[src/stc_pkg.sv]
// Purpose: constants and carrier types of the tick timer
// Assumes: 32-bit word register port, byte addresses
// Notes: calibration word is fixed, no reference clock
package stc_pkg;
   localparam int ADDR_W = 8;
   localparam int DATA_W = 32;
   localparam int CNT_W = 24;
   // register byte offsets
   localparam logic [7:0] OFS_CSR = 8'h10;
   localparam logic [7:0] OFS_RVR = 8'h14;
   localparam logic [7:0] OFS_CVR = 8'h18;
   localparam logic [7:0] OFS_CALIB = 8'h1c;
   localparam logic [7:0] OFS_IST = 8'h20;
   localparam logic [7:0] OFS_IMSK = 8'h24;
   // control/status fields
   localparam int CSR_EN_BIT = 0;
   localparam int CSR_TICKINT_BIT = 1;
   localparam int CSR_CLKSRC_BIT = 2;
   localparam int CSR_ZERO_BIT = 16;
   // calibration fields
   localparam int CAL_NO_REFERENCE_CLOCK_FLAG_BIT = 31;
   localparam int CAL_INEXACT_CALIBRATION_FLAG_BIT = 30;
   localparam logic [CNT_W-1:0] TEN_MS_COUNT = 24'h000000;
   localparam logic [DATA_W-1:0] CALIB_VAL = 32'hc0000000;
   // interrupt status fields
   localparam int IRQ_W = 1;
   localparam int IRQ_ZERO_BIT = 0;
   // reset values
   localparam logic [CNT_W-1:0] RVR_RST = 24'h000000;
   localparam logic [CNT_W-1:0] CVR_RST = 24'h000000;
   localparam logic [IRQ_W-1:0] IMSK_RST = 1'h0;
   localparam logic [IRQ_W-1:0] IST_RST = 1'h0;
   typedef struct packed {
      logic [ADDR_W-1:0] addr;
      logic [DATA_W-1:0] wdata;
      logic wr;
      logic rd;
   } stc_bus_req_t;
endpackage

[src/stc_tick_timer.sv]
// Purpose: 24-bit down-counting system tick timer with calibration word
// Assumes: word accesses only; one clock SYS_CLK, sync reset RST
// Notes: counter steps only while the controller clock runs
//
// Functional notes
// [RULE_01] calibration top flag always reads one
// [RULE_02] inexact_calibration_flag flag always reads one
// [RULE_03] ten ms count field reads zero
// [RULE_04] software derives calibration from clock frequency
// [RULE_05] counter steps only on controller clock
// [RULE_06] gated controller clock holds the counter
// [RULE_07] software uses full word accesses only
// [RULE_08] software: reload, clear current, then control
// [RULE_09] decrement to zero, reload, keep counting
// [RULE_10] current write clears value, flag, no exception
// [RULE_11] reached zero flag clears on control read
// [RULE_12] debugger halt stops the decrement
// [RULE_13] calibration writes ignored, reserved bits zero
module stc_tick_timer
   import stc_pkg::*;
(
   input wire logic SYS_CLK, // system clock
   input wire logic RST, // sync reset, active high
   input wire logic CE, // clock enable, freezes all state
   input wire stc_pkg::stc_bus_req_t BUS_REQ, // register request
   input wire logic IC_CLK_RUN, // controller clock running
   input wire logic DBG_HALT, // processor halted by debugger
   output logic [stc_pkg::DATA_W-1:0] RDATA, // read data, cycle after read
   output logic IRQ // level interrupt
);
   logic run_s1, run_s2;
   logic halt_s1, halt_s2;
   logic ctrl_en_reg;
   logic ctrl_tickint_reg;
   logic zero_flag_reg;
   logic [CNT_W-1:0] rvr_reg;
   logic [CNT_W-1:0] cvr_reg;
   logic [IRQ_W-1:0] ist_reg, ist_next;
   logic [IRQ_W-1:0] imsk_reg, imsk_next;
   logic [DATA_W-1:0] rdata_reg;
   logic irq_reg;
   logic [DATA_W-1:0] rd_mux;
   logic csr_wr, csr_rd, rvr_wr, cvr_wr, ist_wr, imsk_wr;
   logic cnt_step, hit_zero;

   assign csr_wr = BUS_REQ.wr && (BUS_REQ.addr == OFS_CSR);
   assign csr_rd = BUS_REQ.rd && (BUS_REQ.addr == OFS_CSR);
   assign rvr_wr = BUS_REQ.wr && (BUS_REQ.addr == OFS_RVR);
   assign cvr_wr = BUS_REQ.wr && (BUS_REQ.addr == OFS_CVR);
   assign ist_wr = BUS_REQ.wr && (BUS_REQ.addr == OFS_IST);
   assign imsk_wr = BUS_REQ.wr && (BUS_REQ.addr == OFS_IMSK);

   // pin synchronisers
   always_ff @(posedge SYS_CLK) begin
      if (RST) begin
         run_s1 <= 1'b0;
         run_s2 <= 1'b0;
         halt_s1 <= 1'b0;
         halt_s2 <= 1'b0;
      end else if (CE) begin
         run_s1 <= IC_CLK_RUN;
         run_s2 <= run_s1;
         halt_s1 <= DBG_HALT;
         halt_s2 <= halt_s1;
      end
   end

   // counter advances only on a running, unhalted controller clock
   assign cnt_step = ctrl_en_reg && run_s2 && !halt_s2; // [RULE_05] [RULE_06] [RULE_12]
   // the zero event comes only from counting 1 to 0
   assign hit_zero = cnt_step && !cvr_wr && (cvr_reg == 24'h000001); // [RULE_09]

   // control register
   always_ff @(posedge SYS_CLK) begin
      if (RST) begin
         ctrl_en_reg <= 1'b0;
         ctrl_tickint_reg <= 1'b0;
      end else if (CE && csr_wr) begin
         ctrl_en_reg <= BUS_REQ.wdata[CSR_EN_BIT];
         ctrl_tickint_reg <= BUS_REQ.wdata[CSR_TICKINT_BIT];
      end
   end

   // reload register
   always_ff @(posedge SYS_CLK) begin
      if (RST) begin
         rvr_reg <= RVR_RST;
      end else if (CE && rvr_wr) begin
         rvr_reg <= BUS_REQ.wdata[CNT_W-1:0];
      end
   end

   // current value: write clears, zero reloads, otherwise decrement
   always_ff @(posedge SYS_CLK) begin
      if (RST) begin
         cvr_reg <= CVR_RST;
      end else if (CE) begin
         if (cvr_wr) begin
            cvr_reg <= '0; // [RULE_10]
         end else if (cnt_step) begin
            if (cvr_reg == '0) begin
               cvr_reg <= rvr_reg; // [RULE_09]
            end else begin
               cvr_reg <= cvr_reg - 24'h000001; // [RULE_09]
            end
         end
      end
   end

   // reached zero flag: set wins over read clear; a current write blocks the set and clears
   always_ff @(posedge SYS_CLK) begin
      if (RST) begin
         zero_flag_reg <= 1'b0;
      end else if (CE) begin
         if (hit_zero) begin
            zero_flag_reg <= 1'b1;
         end else if (csr_rd || cvr_wr) begin
            zero_flag_reg <= 1'b0; // [RULE_10] [RULE_11]
         end
      end
   end

   // sticky tick exception status, write one to clear, set wins
   always_comb begin
      ist_next = ist_reg;
      if (ist_wr) begin
         ist_next = ist_next & ~BUS_REQ.wdata[IRQ_W-1:0];
      end
      if (hit_zero && ctrl_tickint_reg) begin
         ist_next[IRQ_ZERO_BIT] = 1'b1;
      end
   end

   always_comb begin
      imsk_next = imsk_reg;
      if (imsk_wr) begin
         imsk_next = BUS_REQ.wdata[IRQ_W-1:0];
      end
   end

   always_ff @(posedge SYS_CLK) begin
      if (RST) begin
         ist_reg <= IST_RST;
         imsk_reg <= IMSK_RST;
         irq_reg <= 1'b0;
      end else if (CE) begin
         ist_reg <= ist_next;
         imsk_reg <= imsk_next;
         irq_reg <= |(ist_next & imsk_next);
      end
   end

   // read mux; calibration word is constant, writes to it fall through
   always_comb begin
      rd_mux = '0;
      unique case (BUS_REQ.addr)
         OFS_CSR: begin
            rd_mux[CSR_EN_BIT] = ctrl_en_reg;
            rd_mux[CSR_TICKINT_BIT] = ctrl_tickint_reg;
            rd_mux[CSR_CLKSRC_BIT] = 1'b1;
            rd_mux[CSR_ZERO_BIT] = zero_flag_reg;
         end
         OFS_RVR: rd_mux[CNT_W-1:0] = rvr_reg;
         OFS_CVR: rd_mux[CNT_W-1:0] = cvr_reg;
         OFS_CALIB: begin
            rd_mux = CALIB_VAL; // [RULE_01] [RULE_02] [RULE_13]
            rd_mux[CNT_W-1:0] = TEN_MS_COUNT; // [RULE_03]
         end
         OFS_IST: rd_mux[IRQ_W-1:0] = ist_reg;
         OFS_IMSK: rd_mux[IRQ_W-1:0] = imsk_reg;
         default: rd_mux = '0;
      endcase
   end

   // read data stand only in the cycle after the strobe
   always_ff @(posedge SYS_CLK) begin
      if (RST) begin
         rdata_reg <= '0;
      end else if (CE) begin
         rdata_reg <= BUS_REQ.rd ? rd_mux : '0;
      end
   end

   assign RDATA = rdata_reg;
   assign IRQ = irq_reg;
endmodule

[config.mk]
export PLATFORM = sky130hd
export DESIGN_NAME = stc_tick_timer
export DESIGN_NICKNAME = d
export VERILOG_FILES = /design/src/stc_pkg.sv /design/src/stc_tick_timer.sv
export SDC_FILE = /design/constraint.sdc
export NUM_CORES = 1
export LEC_CHECK = 0
export BUFFER_PORTS_ARGS = -buffer_cell sky130_fd_sc_hd__buf_2
export CAP_MARGIN = 20
export CORE_AREA = 4 4 137 112
export DETAILED_ROUTE_END_ITERATION = 8
export DIE_AREA = 0 0 141 116
export GPL_TIMING_DRIVEN = 0
export PLACE_DENSITY = 0.5
export REMOVE_ABC_BUFFERS = 1
export SLEW_MARGIN = 20
export SYNTH_ARGS = -nofsm -noshare
export SYNTH_HDL_FRONTEND = slang
export SYNTH_SLANG_ARGS = --single-unit
[constraint.sdc]
create_clock -name SYS_CLK -period 3.2 [get_ports SYS_CLK]
set_input_delay 0.64 -clock SYS_CLK [delete_from_list [all_inputs] [get_ports SYS_CLK]]
set_output_delay 0.64 -clock SYS_CLK [all_outputs]
set_load 0.05 [all_outputs]
==> results.sh, run 1 <==
export IMPL_area_delta_synth_final_pct=16.83
export IMPL_route_detailed_drc=0
export IMPL_synth_seq_cells=83
export IMPL_vias=3893
export IMPL_drv_cap=0
export IMPL_initial_core_util=0.2941
export IMPL_fin_util=0.3436
export IMPL_clk_latency_ps=340
export IMPL_fmax_ghz=0.3346
export IMPL_die_h_um=116
export IMPL_fin_crit_sh=0.9339
export IMPL_p_sw_w=0.0004882
export IMPL_grt_pass1_wl_um=19440
export IMPL_io_buffers=65
export IMPL_maxSlewHeadroom=0.4084
export IMPL_yosys_top_cells_area="dfxtp_1, nand2_1, a21oi_1"
export IMPL_critical_path_max_fanout=15
export IMPL_path_class="in2reg"
export IMPL_fill_cells=1511
export IMPL_multi_input_area_um2=2285
export IMPL_yosys_area_top_type_share=0.4021
export IMPL_internal_power_w=0.001637
export IMPL_setup_viol=0
export IMPL_antenna_found_initial=0
export IMPL_cts_buffer_depth=2
export IMPL_grt_overflow=0
export IMPL_final_area_um2=4828
export IMPL_synth_ff_type="dfxtp_1"
export IMPL_grt_pass1_vias=3657
export IMPL_cts_sinks=83
export IMPL_dr_pass1_iters=4
export IMPL_dpl_hpwl_um=8016
export IMPL_async_flop_share=0
export IMPL_cts_tree="built"
export IMPL_num_rows=39
export IMPL_synth_top_cell_by_area="dfxtp_1"
export IMPL_layout_commonest_cell="dfxtp_1"
export IMPL_min_path_type="reg2reg"
export IMPL_antenna_cells=0
export IMPL_ant_nets=0
export IMPL_dpl_cell_area_um2=4503
export IMPL_fp_dieW_um=141
export IMPL_nets=598
export IMPL_synth_edf_count=0
export IMPL_layout_area_seq_um2=1662
export IMPL_syn_area_per_cell_um2=8.088
export IMPL_fp_coreArea_um2=14050
export IMPL_clockPowerShare=0.461
export IMPL_path_clk_slew_ps=70
export IMPL_rsz0062_at_grt="no"
export IMPL_synth_cells=511
export IMPL_run_status="finished, final reports clean"
export IMPL_drive_gt1_frac=0.1844
export IMPL_yosysSeqAreaShare=0.4021
export IMPL_ir_drop_mv=0.2540
export IMPL_ys_warn_count=0
export IMPL_clockRootBuffer="clkbuf_16"
export IMPL_htreeDepth=3
export IMPL_wl_per_cell_um=16.78
export IMPL_seq_power_share=0.490
export IMPL_critical_path_endpoint_type="flop"
export IMPL_worst_slew_pin_slew_ps=882.0
export IMPL_synth_cell_types=56
export IMPL_min_period_ps=2988
export IMPL_hold_viol_final=0
export IMPL_arrival_ps=3240
export IMPL_leakagePower_nw=1.826
export IMPL_viasPerCell=5.282
export IMPL_cts_inserted_buffers=9
export IMPL_grt_max_degree=76
export IMPL_pwr_density_cell_nw_per_um2=440.2
export IMPL_die_area_um2=16360
export IMPL_p_comb_frac=0.049
export IMPL_drt_wl_total_um=12360
export IMPL_ioPinCount=80
export IMPL_largest_reg_flops=25
export IMPL_holdBufCountCts=0
export IMPL_critPathRequiredTime_ps=3450
export IMPL_final_cell_mix="dfxtp_1, nand2_1, buf_2"
export IMPL_drv_slew=0
export IMPL_drt_iter0_drc=267
export IMPL_place_gp_congestion=0.8147
export IMPL_netlist_area_um2=4133
export IMPL_setup_tns_final_ps=0
export IMPL_finClkSkew_ps=10.81
export IMPL_grt_usage=0.1493
export IMPL_swShare=0.2297
export IMPL_cp_start_kind="input port"
-- final timing paths --
path | from | endpoint | slack, ps | depth (start not counted)
max | BUS_REQ[37] | cvr_reg[17] | 210 | 7
min | RDATA[16] | RDATA[16] | 460 | 2
max reg2reg | cvr_reg[0] | cvr_reg[17] | 340 | 8
min reg2reg | RDATA[16] | RDATA[16] | 460 | 2
-- area by class of cell --
cell class                 instances  share of cell area
multi-input combinational        379              0.4732
timing repair buffer              66             0.07100
clock buffer                      15             0.05545
tap                              184             0.04768
sequential                        83              0.3441
clock inverter                     1            0.001555
inverter                           9            0.006997
-- per-stage QoR --
step                      total power, W  setup slack (ps)  hold slack, ps  std cells
after floorplan                 0.001104             176.1           438.5        470
final                           0.002125             211.6           456.4        737
after global placement          0.001163             -1503           449.4        719
after global routing            0.002206           0.06040           493.1        737
after detailed placement        0.001165            -453.9           452.3        719
after CTS                       0.002149             28.86           460.1        735
-- power groups by stage --
| stage | logic, W | clock network, W | registers (W) |
|---|---|---|---|
| after CTS | 0.000103 | 0.00101 | 0.00104 |
| final | 0.000104 | 0.000981 | 0.00104 |
| after global placement | 0.0000996 | 0 | 0.00106 |
| after detailed placement | 0.000102 | 0 | 0.00106 |
| after floorplan | 0.0000407 | 0 | 0.00106 |
| after global routing | 0.000113 | 0.00105 | 0.00104 |
-- kinds of logic (layout without fill, tap and decap cells) --
family          count (synthesis)  count (layout)  share of synthesized area
compound gates                154             154                     0.2407
xor+xnor                        2               2                   0.004239
fa+ha+maj                       3               3                   0.009084
buf+inv                        55              91                    0.06297
flops                          83              83                     0.4021
mux                            13              13                    0.03179
other cells                     1               6                  0.0009074
simple gates                  200             201                     0.2483
-- cell usage after synthesis (6+ instances only) --
cell,count
a31oi_1,6
a22oi_1,25
nor3_1,12
nor2_1,51
a21oi_1,50
mux2i_1,12
nand3_1,10
buf_4,10
nand2_1,73
a22o_1,20
clkbuf_1,33
o21ai_0,22
inv_1,8
a211oi_1,6
dfxtp_1,83
-- worst max-delay path, cell delays in order --
cell	delay, ps
buf_2	210
nor4bb_2	240
and2_2	320
a31oi_2	710
nor2b_2	670
nor2_1	230
o22ai_1	210
-- timing repair --
item	in CTS	in global routing
endpoints found under the setup margin	33	3
gates resized for setup	3	5
buffers inserted	0	0
cloned	0	1
pin swaps	0	1
-- layer usage --
metal | vias to the layer above | track usage | wire length (um)
li1 | 1905 | - | -
met1 | 1833 | 0.2173 | 6150
met2 | 142 | 0.2213 | 5240
met3 | 13 | 0.03919 | 836
met4 | 0 | 0.03486 | 136
met5 | - | 0 | 0
Power figures use the tool's default switching activity.
==> inputs of run 2 (changes only) <==
ABC_AREA = 1   (was unset)
CORE_AREA = 4 4 145 119   (was 4 4 137 112)
DIE_AREA = 0 0 149 123   (was 0 0 141 116)
MAX_ROUTING_LAYER = met4   (was unset)
==> run 2 against run 1 <==
Sequential share of layout area decreased by 3.8 points. Fmax is 26% higher. Routed wire length grew 6.8%. Die area grew 12%. Critical path depth is 2 higher. First-iteration DRC count is the same. Largest power group is now clock. Register-to-register slack gained 610 ps. Clock power rose by 14%. Sequential power is essentially flat. Flip-flop and latch count did not move. Highest routed layer unchanged. Worst hold slack better by 3.7 ps. Total power increased by 6.3%.
==> results.sh, run 2 <==
export IMPL_cts_setup_buffers=0
export IMPL_cp_cell_sequence="buf_2, inv_1, nand2_1, nor2_4, nand2_2, inv_2, nand3_4, nor2_1, a211oi_2"
export IMPL_worst_slew_pin_slew_ps=828.2
export IMPL_ys_warn_count=0
export IMPL_critPathRequiredTime_ps=3390
export IMPL_cts_tree="built"
export IMPL_fmax_ghz=0.4220
export IMPL_use_met3=0.02931
export IMPL_leakagePower_nw=2.401
export IMPL_path_clk_slew_ps=60
export IMPL_final_cell_mix="nand2_1, dfxtp_1, inv_1, nor2_1, buf_2"
export IMPL_dpl_cell_area_um2=5110
export IMPL_cts_sinks=83
export IMPL_cp_start_kind="input port"
export IMPL_viasPerCell=4.762
export IMPL_drt_iter0_drc=267
export IMPL_worst_path_largest_cell_delay_ps=530
export IMPL_antenna_found_initial=0
export IMPL_holdWs_ps=460.1
export IMPL_clk_latency_ps=340
export IMPL_die_area_um2=18330
export IMPL_busiest_layer="met1"
export IMPL_fp_coreArea_um2=15700
export IMPL_synth_ff_type="dfxtp_1"
export IMPL_cp_startpoint="BUS_REQ[39]"
export IMPL_drv_cap=0
export IMPL_yosys_area_top_type_share=0.3536
export IMPL_area_delta_synth_final_pct=15.58
export IMPL_syn_area_per_cell_um2=6.821
export IMPL_htreeDepth=3
export IMPL_initial_core_util=0.2994
export IMPL_holdBufCountCts=0
export IMPL_worst_path_buf_inv=3
export IMPL_synth_edf_count=0
export IMPL_pwr_density_cell_nw_per_um2=415.8
export IMPL_synth_common_cells="nand2_1, dfxtp_1, inv_1, nor2_1, nand3_1"
export IMPL_nets=780
export IMPL_netlist_area_um2=4700
export IMPL_grt_pass1_vias=4214
export IMPL_clockRootBuffer="clkbuf_16"
export IMPL_num_rows=41
export IMPL_antenna_cells=0
export IMPL_path_class="in2reg"
export IMPL_yosysSeqAreaShare=0.3536
export IMPL_fin_crit_sh=0.7405
export IMPL_ioPinCount=80
export IMPL_finClkSkew_ps=5.593
export IMPL_dpl_hpwl_um=8969
export IMPL_route_detailed_drc=0
export IMPL_drive_gt1_frac=0.1826
export IMPL_synth_cell_types=37
export IMPL_largest_reg_flops=25
export IMPL_synth_cells=689
export IMPL_grt_usage=0.1517
export IMPL_yosysMostFrequentCell="nand2_1"
export IMPL_final_cells=949
export IMPL_io_buffers=65
export IMPL_cp_slowest_cell="nand3_4"
export IMPL_die_h_um=123
export IMPL_holdCritStartpoint="RDATA[6]"
export IMPL_setup_tns_final_ps=0
export IMPL_hold_viol_final=0
export IMPL_drv_slew=0
export IMPL_yosys_top_cells_area="dfxtp_1, nand2_1, nand3_1"
export IMPL_async_flop_share=0
export IMPL_grt_met2_usage=0.2136
export IMPL_fp_dieW_um=149
export IMPL_synth_top_cell_by_area="dfxtp_1"
export IMPL_vias=4519
export IMPL_maxSlewHeadroom=0.4472
export IMPL_run_status="finished, final reports clean"
export IMPL_final_area_um2=5431
export IMPL_place_gp_congestion=0.8538
export IMPL_grt_max_degree=49
export IMPL_ir_drop_mv=0.2528
export IMPL_grt_pass1_wl_um=21980
export IMPL_critical_path_max_fanout=48
export IMPL_cts_inserted_buffers=9
export IMPL_min_path_type="reg2reg"
export IMPL_layout_commonest_cell="nand2_1"
export IMPL_rsz0062_at_grt="no"
export IMPL_cts_buffer_depth=2
export IMPL_dr_pass1_iters=5
export IMPL_setup_viol=0
export IMPL_critical_path_endpoint_type="flop"
export IMPL_grt_util_met1=0.2269
export IMPL_drt_wl_total_um=13200
export IMPL_ant_nets=0
export IMPL_arrival_ps=2560
export IMPL_critical_path_top_delay_family="simple AND/OR/NAND/NOR gates"
export IMPL_cts_resized=0
export IMPL_dp_cells=934
export IMPL_grt_overflow=0
export IMPL_fin_util=0.3460
export IMPL_r2r_start="cvr_reg[0]"
export IMPL_min_period_ps=2370
export IMPL_synth_seq_cells=83
export IMPL_wl_per_cell_um=13.91
-- run 2: final timing paths --
check | end | slack, ps | cells past startpoint
worst min-delay path | RDATA[6] | 460 | 2
worst max-delay path | rvr_reg[7] | 830 | 9
worst min register to register | RDATA[6] | 460 | 2
worst max register to register | cvr_reg[4] | 950 | 8
-- run 2: cell type report --
| cell class | count | area, um2 |
|---|---|---|
| flip-flops and latches | 83 | 1662 |
| clock inverters | 4 | 73.82 |
| multi-input cells | 498 | 2547 |
| inverters | 71 | 266.5 |
| fillers | 1738 | 10270 |
| repair buffers | 67 | 370.4 |
| well taps | 215 | 269.0 |
| clock buffers | 11 | 242.7 |
-- run 2: through the flow --
| stage | setup WS (ps) | power [W] |
|---|---|---|
| 2_1_floorplan | 782.4 | 0.001100 |
| 3_3_place_gp | -189.9 | 0.001158 |
| 3_5_place_dp | 457.5 | 0.001164 |
| 4_1_cts | 790.7 | 0.002283 |
| 5_1_grt | 556.6 | 0.002335 |
| 6_report | 830.2 | 0.002259 |
-- run 2: report_power, final --
| part | internal [W] | switching [W] | leakage, nW |
|---|---|---|---|
| Sequential | 0.00104 | 0.00000172 | 0.669 |
| Combinational | 0.0000279 | 0.0000735 | 1.58 |
| Clock | 0.000702 | 0.000417 | 0.156 |
| Total | 0.00177 | 0.000492 | 2.40 |
-- run 2: routing by layer --
metal	vias up	part of all wire
li1	2327	-
met1	2076	0.53
met2	105	0.41
met3	11	0.052
met4	0	0.0079
met5	-	0
-- run 2: worst register-to-register path: stages (launching register included) --
cell and delay, ps:
dfxtp_1 390, inv_1 140, ha_1 170, nand2_2 70, nor2_4 520, nand3_4 410, o21ai_0 280, nand2_1 70
a21oi_1 140
-- run 2: cells by family after synthesis --
group,after synthesis,synth area share
compound gates,119,0.1739
xor+xnor,7,0.01305
fa+ha+maj,3,0.007988
buf+inv,113,0.1110
flops,83,0.3536
other cells,1,0.0007980
simple gates,363,0.3397
==> inputs of run 3 (changes only) <==
ABC_AREA = 0   (was 1)
CORE_AREA = 4 4 137 112   (was 4 4 145 119)
DIE_AREA = 0 0 141 116   (was 0 0 149 123)
PLACE_DENSITY = 0.52   (was 0.5)
clock period = 2.1 ns   (was 3.2 ns; I/O delays follow)
==> run 3 against run 2 <==
The run now ends with negative setup slack left. Routed wire length increased by 1.5%. Utilization increased by 4.9 points. Sequential share of layout area decreased by 0.31 points.
==> results.sh, run 3 (same netlist as run 1, synthesis figures left out) <==
export IMPL_critPathRequiredTime_ps=2290
export IMPL_cts_buffer_depth=2
export IMPL_grt_usage=0.1672
export IMPL_place_gp_congestion=0.8408
export IMPL_arrival_ps=2470
export IMPL_antenna_found_initial=0
export IMPL_use_met3=0.03795
export IMPL_drt_iter0_drc=387
export IMPL_multi_input_area_um2=2554
export IMPL_setup_ws_ps=-187.2
export IMPL_leakagePower_nw=2.135
export IMPL_ir_drop_mv=0.4383
export IMPL_drv_slew=0
export IMPL_ioPinCount=80
export IMPL_grt_util_met1=0.2316
export IMPL_maxSlewHeadroom=0.4383
export IMPL_die_area_um2=16360
export IMPL_violations="negative setup slack"
export IMPL_grt_max_degree=76
export IMPL_final_area_um2=5545
export IMPL_cts_inserted_buffers=9
export IMPL_holdWs_ps=311.7
export IMPL_area_delta_synth_final_pct=34.18
export IMPL_min_path_type="in2reg"
export IMPL_path_class="reg2reg"
export IMPL_cp_start_kind="flop"
export IMPL_grt_pass1_vias=4017
export IMPL_min_period_ps=2287
export IMPL_grt_pass1_wl_um=21050
export IMPL_critical_path_max_fanout=7
export IMPL_path_clk_slew_ps=60
export IMPL_hold_viol_final=0
export IMPL_route_detailed_drc=0
export IMPL_final_cell_mix="dfxtp_1, nand2_1, buf_2"
export IMPL_layout_area_seq_um2=1679
export IMPL_grt_met2_usage=0.2401
export IMPL_layout_commonest_cell="dfxtp_1"
export IMPL_drv_cap=0
export IMPL_worst_slew_pin_slew_ps=842.5
export IMPL_holdBufCountCts=0
export IMPL_vias=4165
export IMPL_clk_latency_ps=340
export IMPL_dpl_hpwl_um=7891
export IMPL_wl_per_cell_um=17.09
export IMPL_fin_crit_sh=1.089
export IMPL_fmax_ghz=0.4372
export IMPL_largest_reg_flops=25
export IMPL_drt_wl_total_um=13400
export IMPL_fp_dieW_um=141
export IMPL_drive_gt1_frac=0.3233
export IMPL_fin_util=0.3946
export IMPL_pwr_density_cell_nw_per_um2=613.2
export IMPL_clockRootBuffer="clkbuf_16"
export IMPL_dr_pass1_iters=5
export IMPL_io_buffers=65
export IMPL_cts_sinks=83
export IMPL_num_rows=39
export IMPL_fp_coreArea_um2=14050
export IMPL_final_cells=784
export IMPL_cts_tree="built"
export IMPL_critical_path_endpoint_type="flop"
export IMPL_dpl_cell_area_um2=4503
export IMPL_nets=645
export IMPL_fill_cells=1451
export IMPL_viasPerCell=5.313
export IMPL_dp_cells=719
export IMPL_antenna_cells=0
export IMPL_ant_nets=0
export IMPL_setup_tns_final_ps=-2934
export IMPL_setup_viol=26
export IMPL_initial_core_util=0.2941
export IMPL_rsz0062_at_grt="yes"
export IMPL_busiest_layer="met2"
export IMPL_die_h_um=116
export IMPL_htreeDepth=3
export IMPL_finClkSkew_ps=6.611
export IMPL_run_status="complete, but fails checks"
export IMPL_grt_overflow=0
run 3: area by class of cell:
cell class                 count  area share
clock buffer                  15     0.05009
tap                          184     0.04152
inverter                       9    0.007671
sequential                    83      0.3028
clock inverter                 1    0.005415
multi-input combinational    382      0.4605
timing repair buffer         110      0.1320
run 3: path summary, 6_finish.rpt:
check,slack (ps),start,depth (start not counted),to
hold / removal,310,BUS_REQ[13],3,rvr_reg[11]
setup reg to reg,-190,cvr_reg[1],11,cvr_reg[7]
setup / recovery,-190,cvr_reg[1],11,cvr_reg[7]
hold reg to reg,460,RDATA[2],2,RDATA[2]
run 3: power by group:
| group | switching, W | internal (W) | leakage, nW |
|---|---|---|---|
| clock | 0.000626 | 0.00102 | 0.150 |
| sequential | 0.00000446 | 0.00158 | 0.673 |
| combinational | 0.000122 | 0.0000509 | 1.31 |
| total | 0.000753 | 0.00265 | 2.13 |
run 3: routing by layer:
layer | routed length [um] | up-vias
met5 | 0 | -
li1 | - | 2013
met2 | 5637 | 167
met4 | 229 | 0
met1 | 6451 | 1961
met3 | 1078 | 24
run 3: stage by stage:
stage               worst slack [ps]  power [W]
detailed placement             -1316   0.001775
global placement               -2335   0.001770
floorplan                     -703.9   0.001682
finish                        -187.2   0.003400
global route                  -234.4   0.003528
CTS                           -170.6   0.003437
run 3: repair_timing:
item,in CTS,in global routing
resized for setup,74,34
gates cloned,3,1
setup buffers,28,20
pin swaps,23,28
endpoints found under the setup margin,56,69
run 3: critical path: stages (launching register included):
cell	delay, ps
dfxtp_4	350
inv_4	70
ha_4	120
or4b_4	470
nor4_4	220
buf_4	190
buf_4	120
buf_6	100
and2_4	230
nor3_2	50
o21ai_1	130
a21oi_1	80
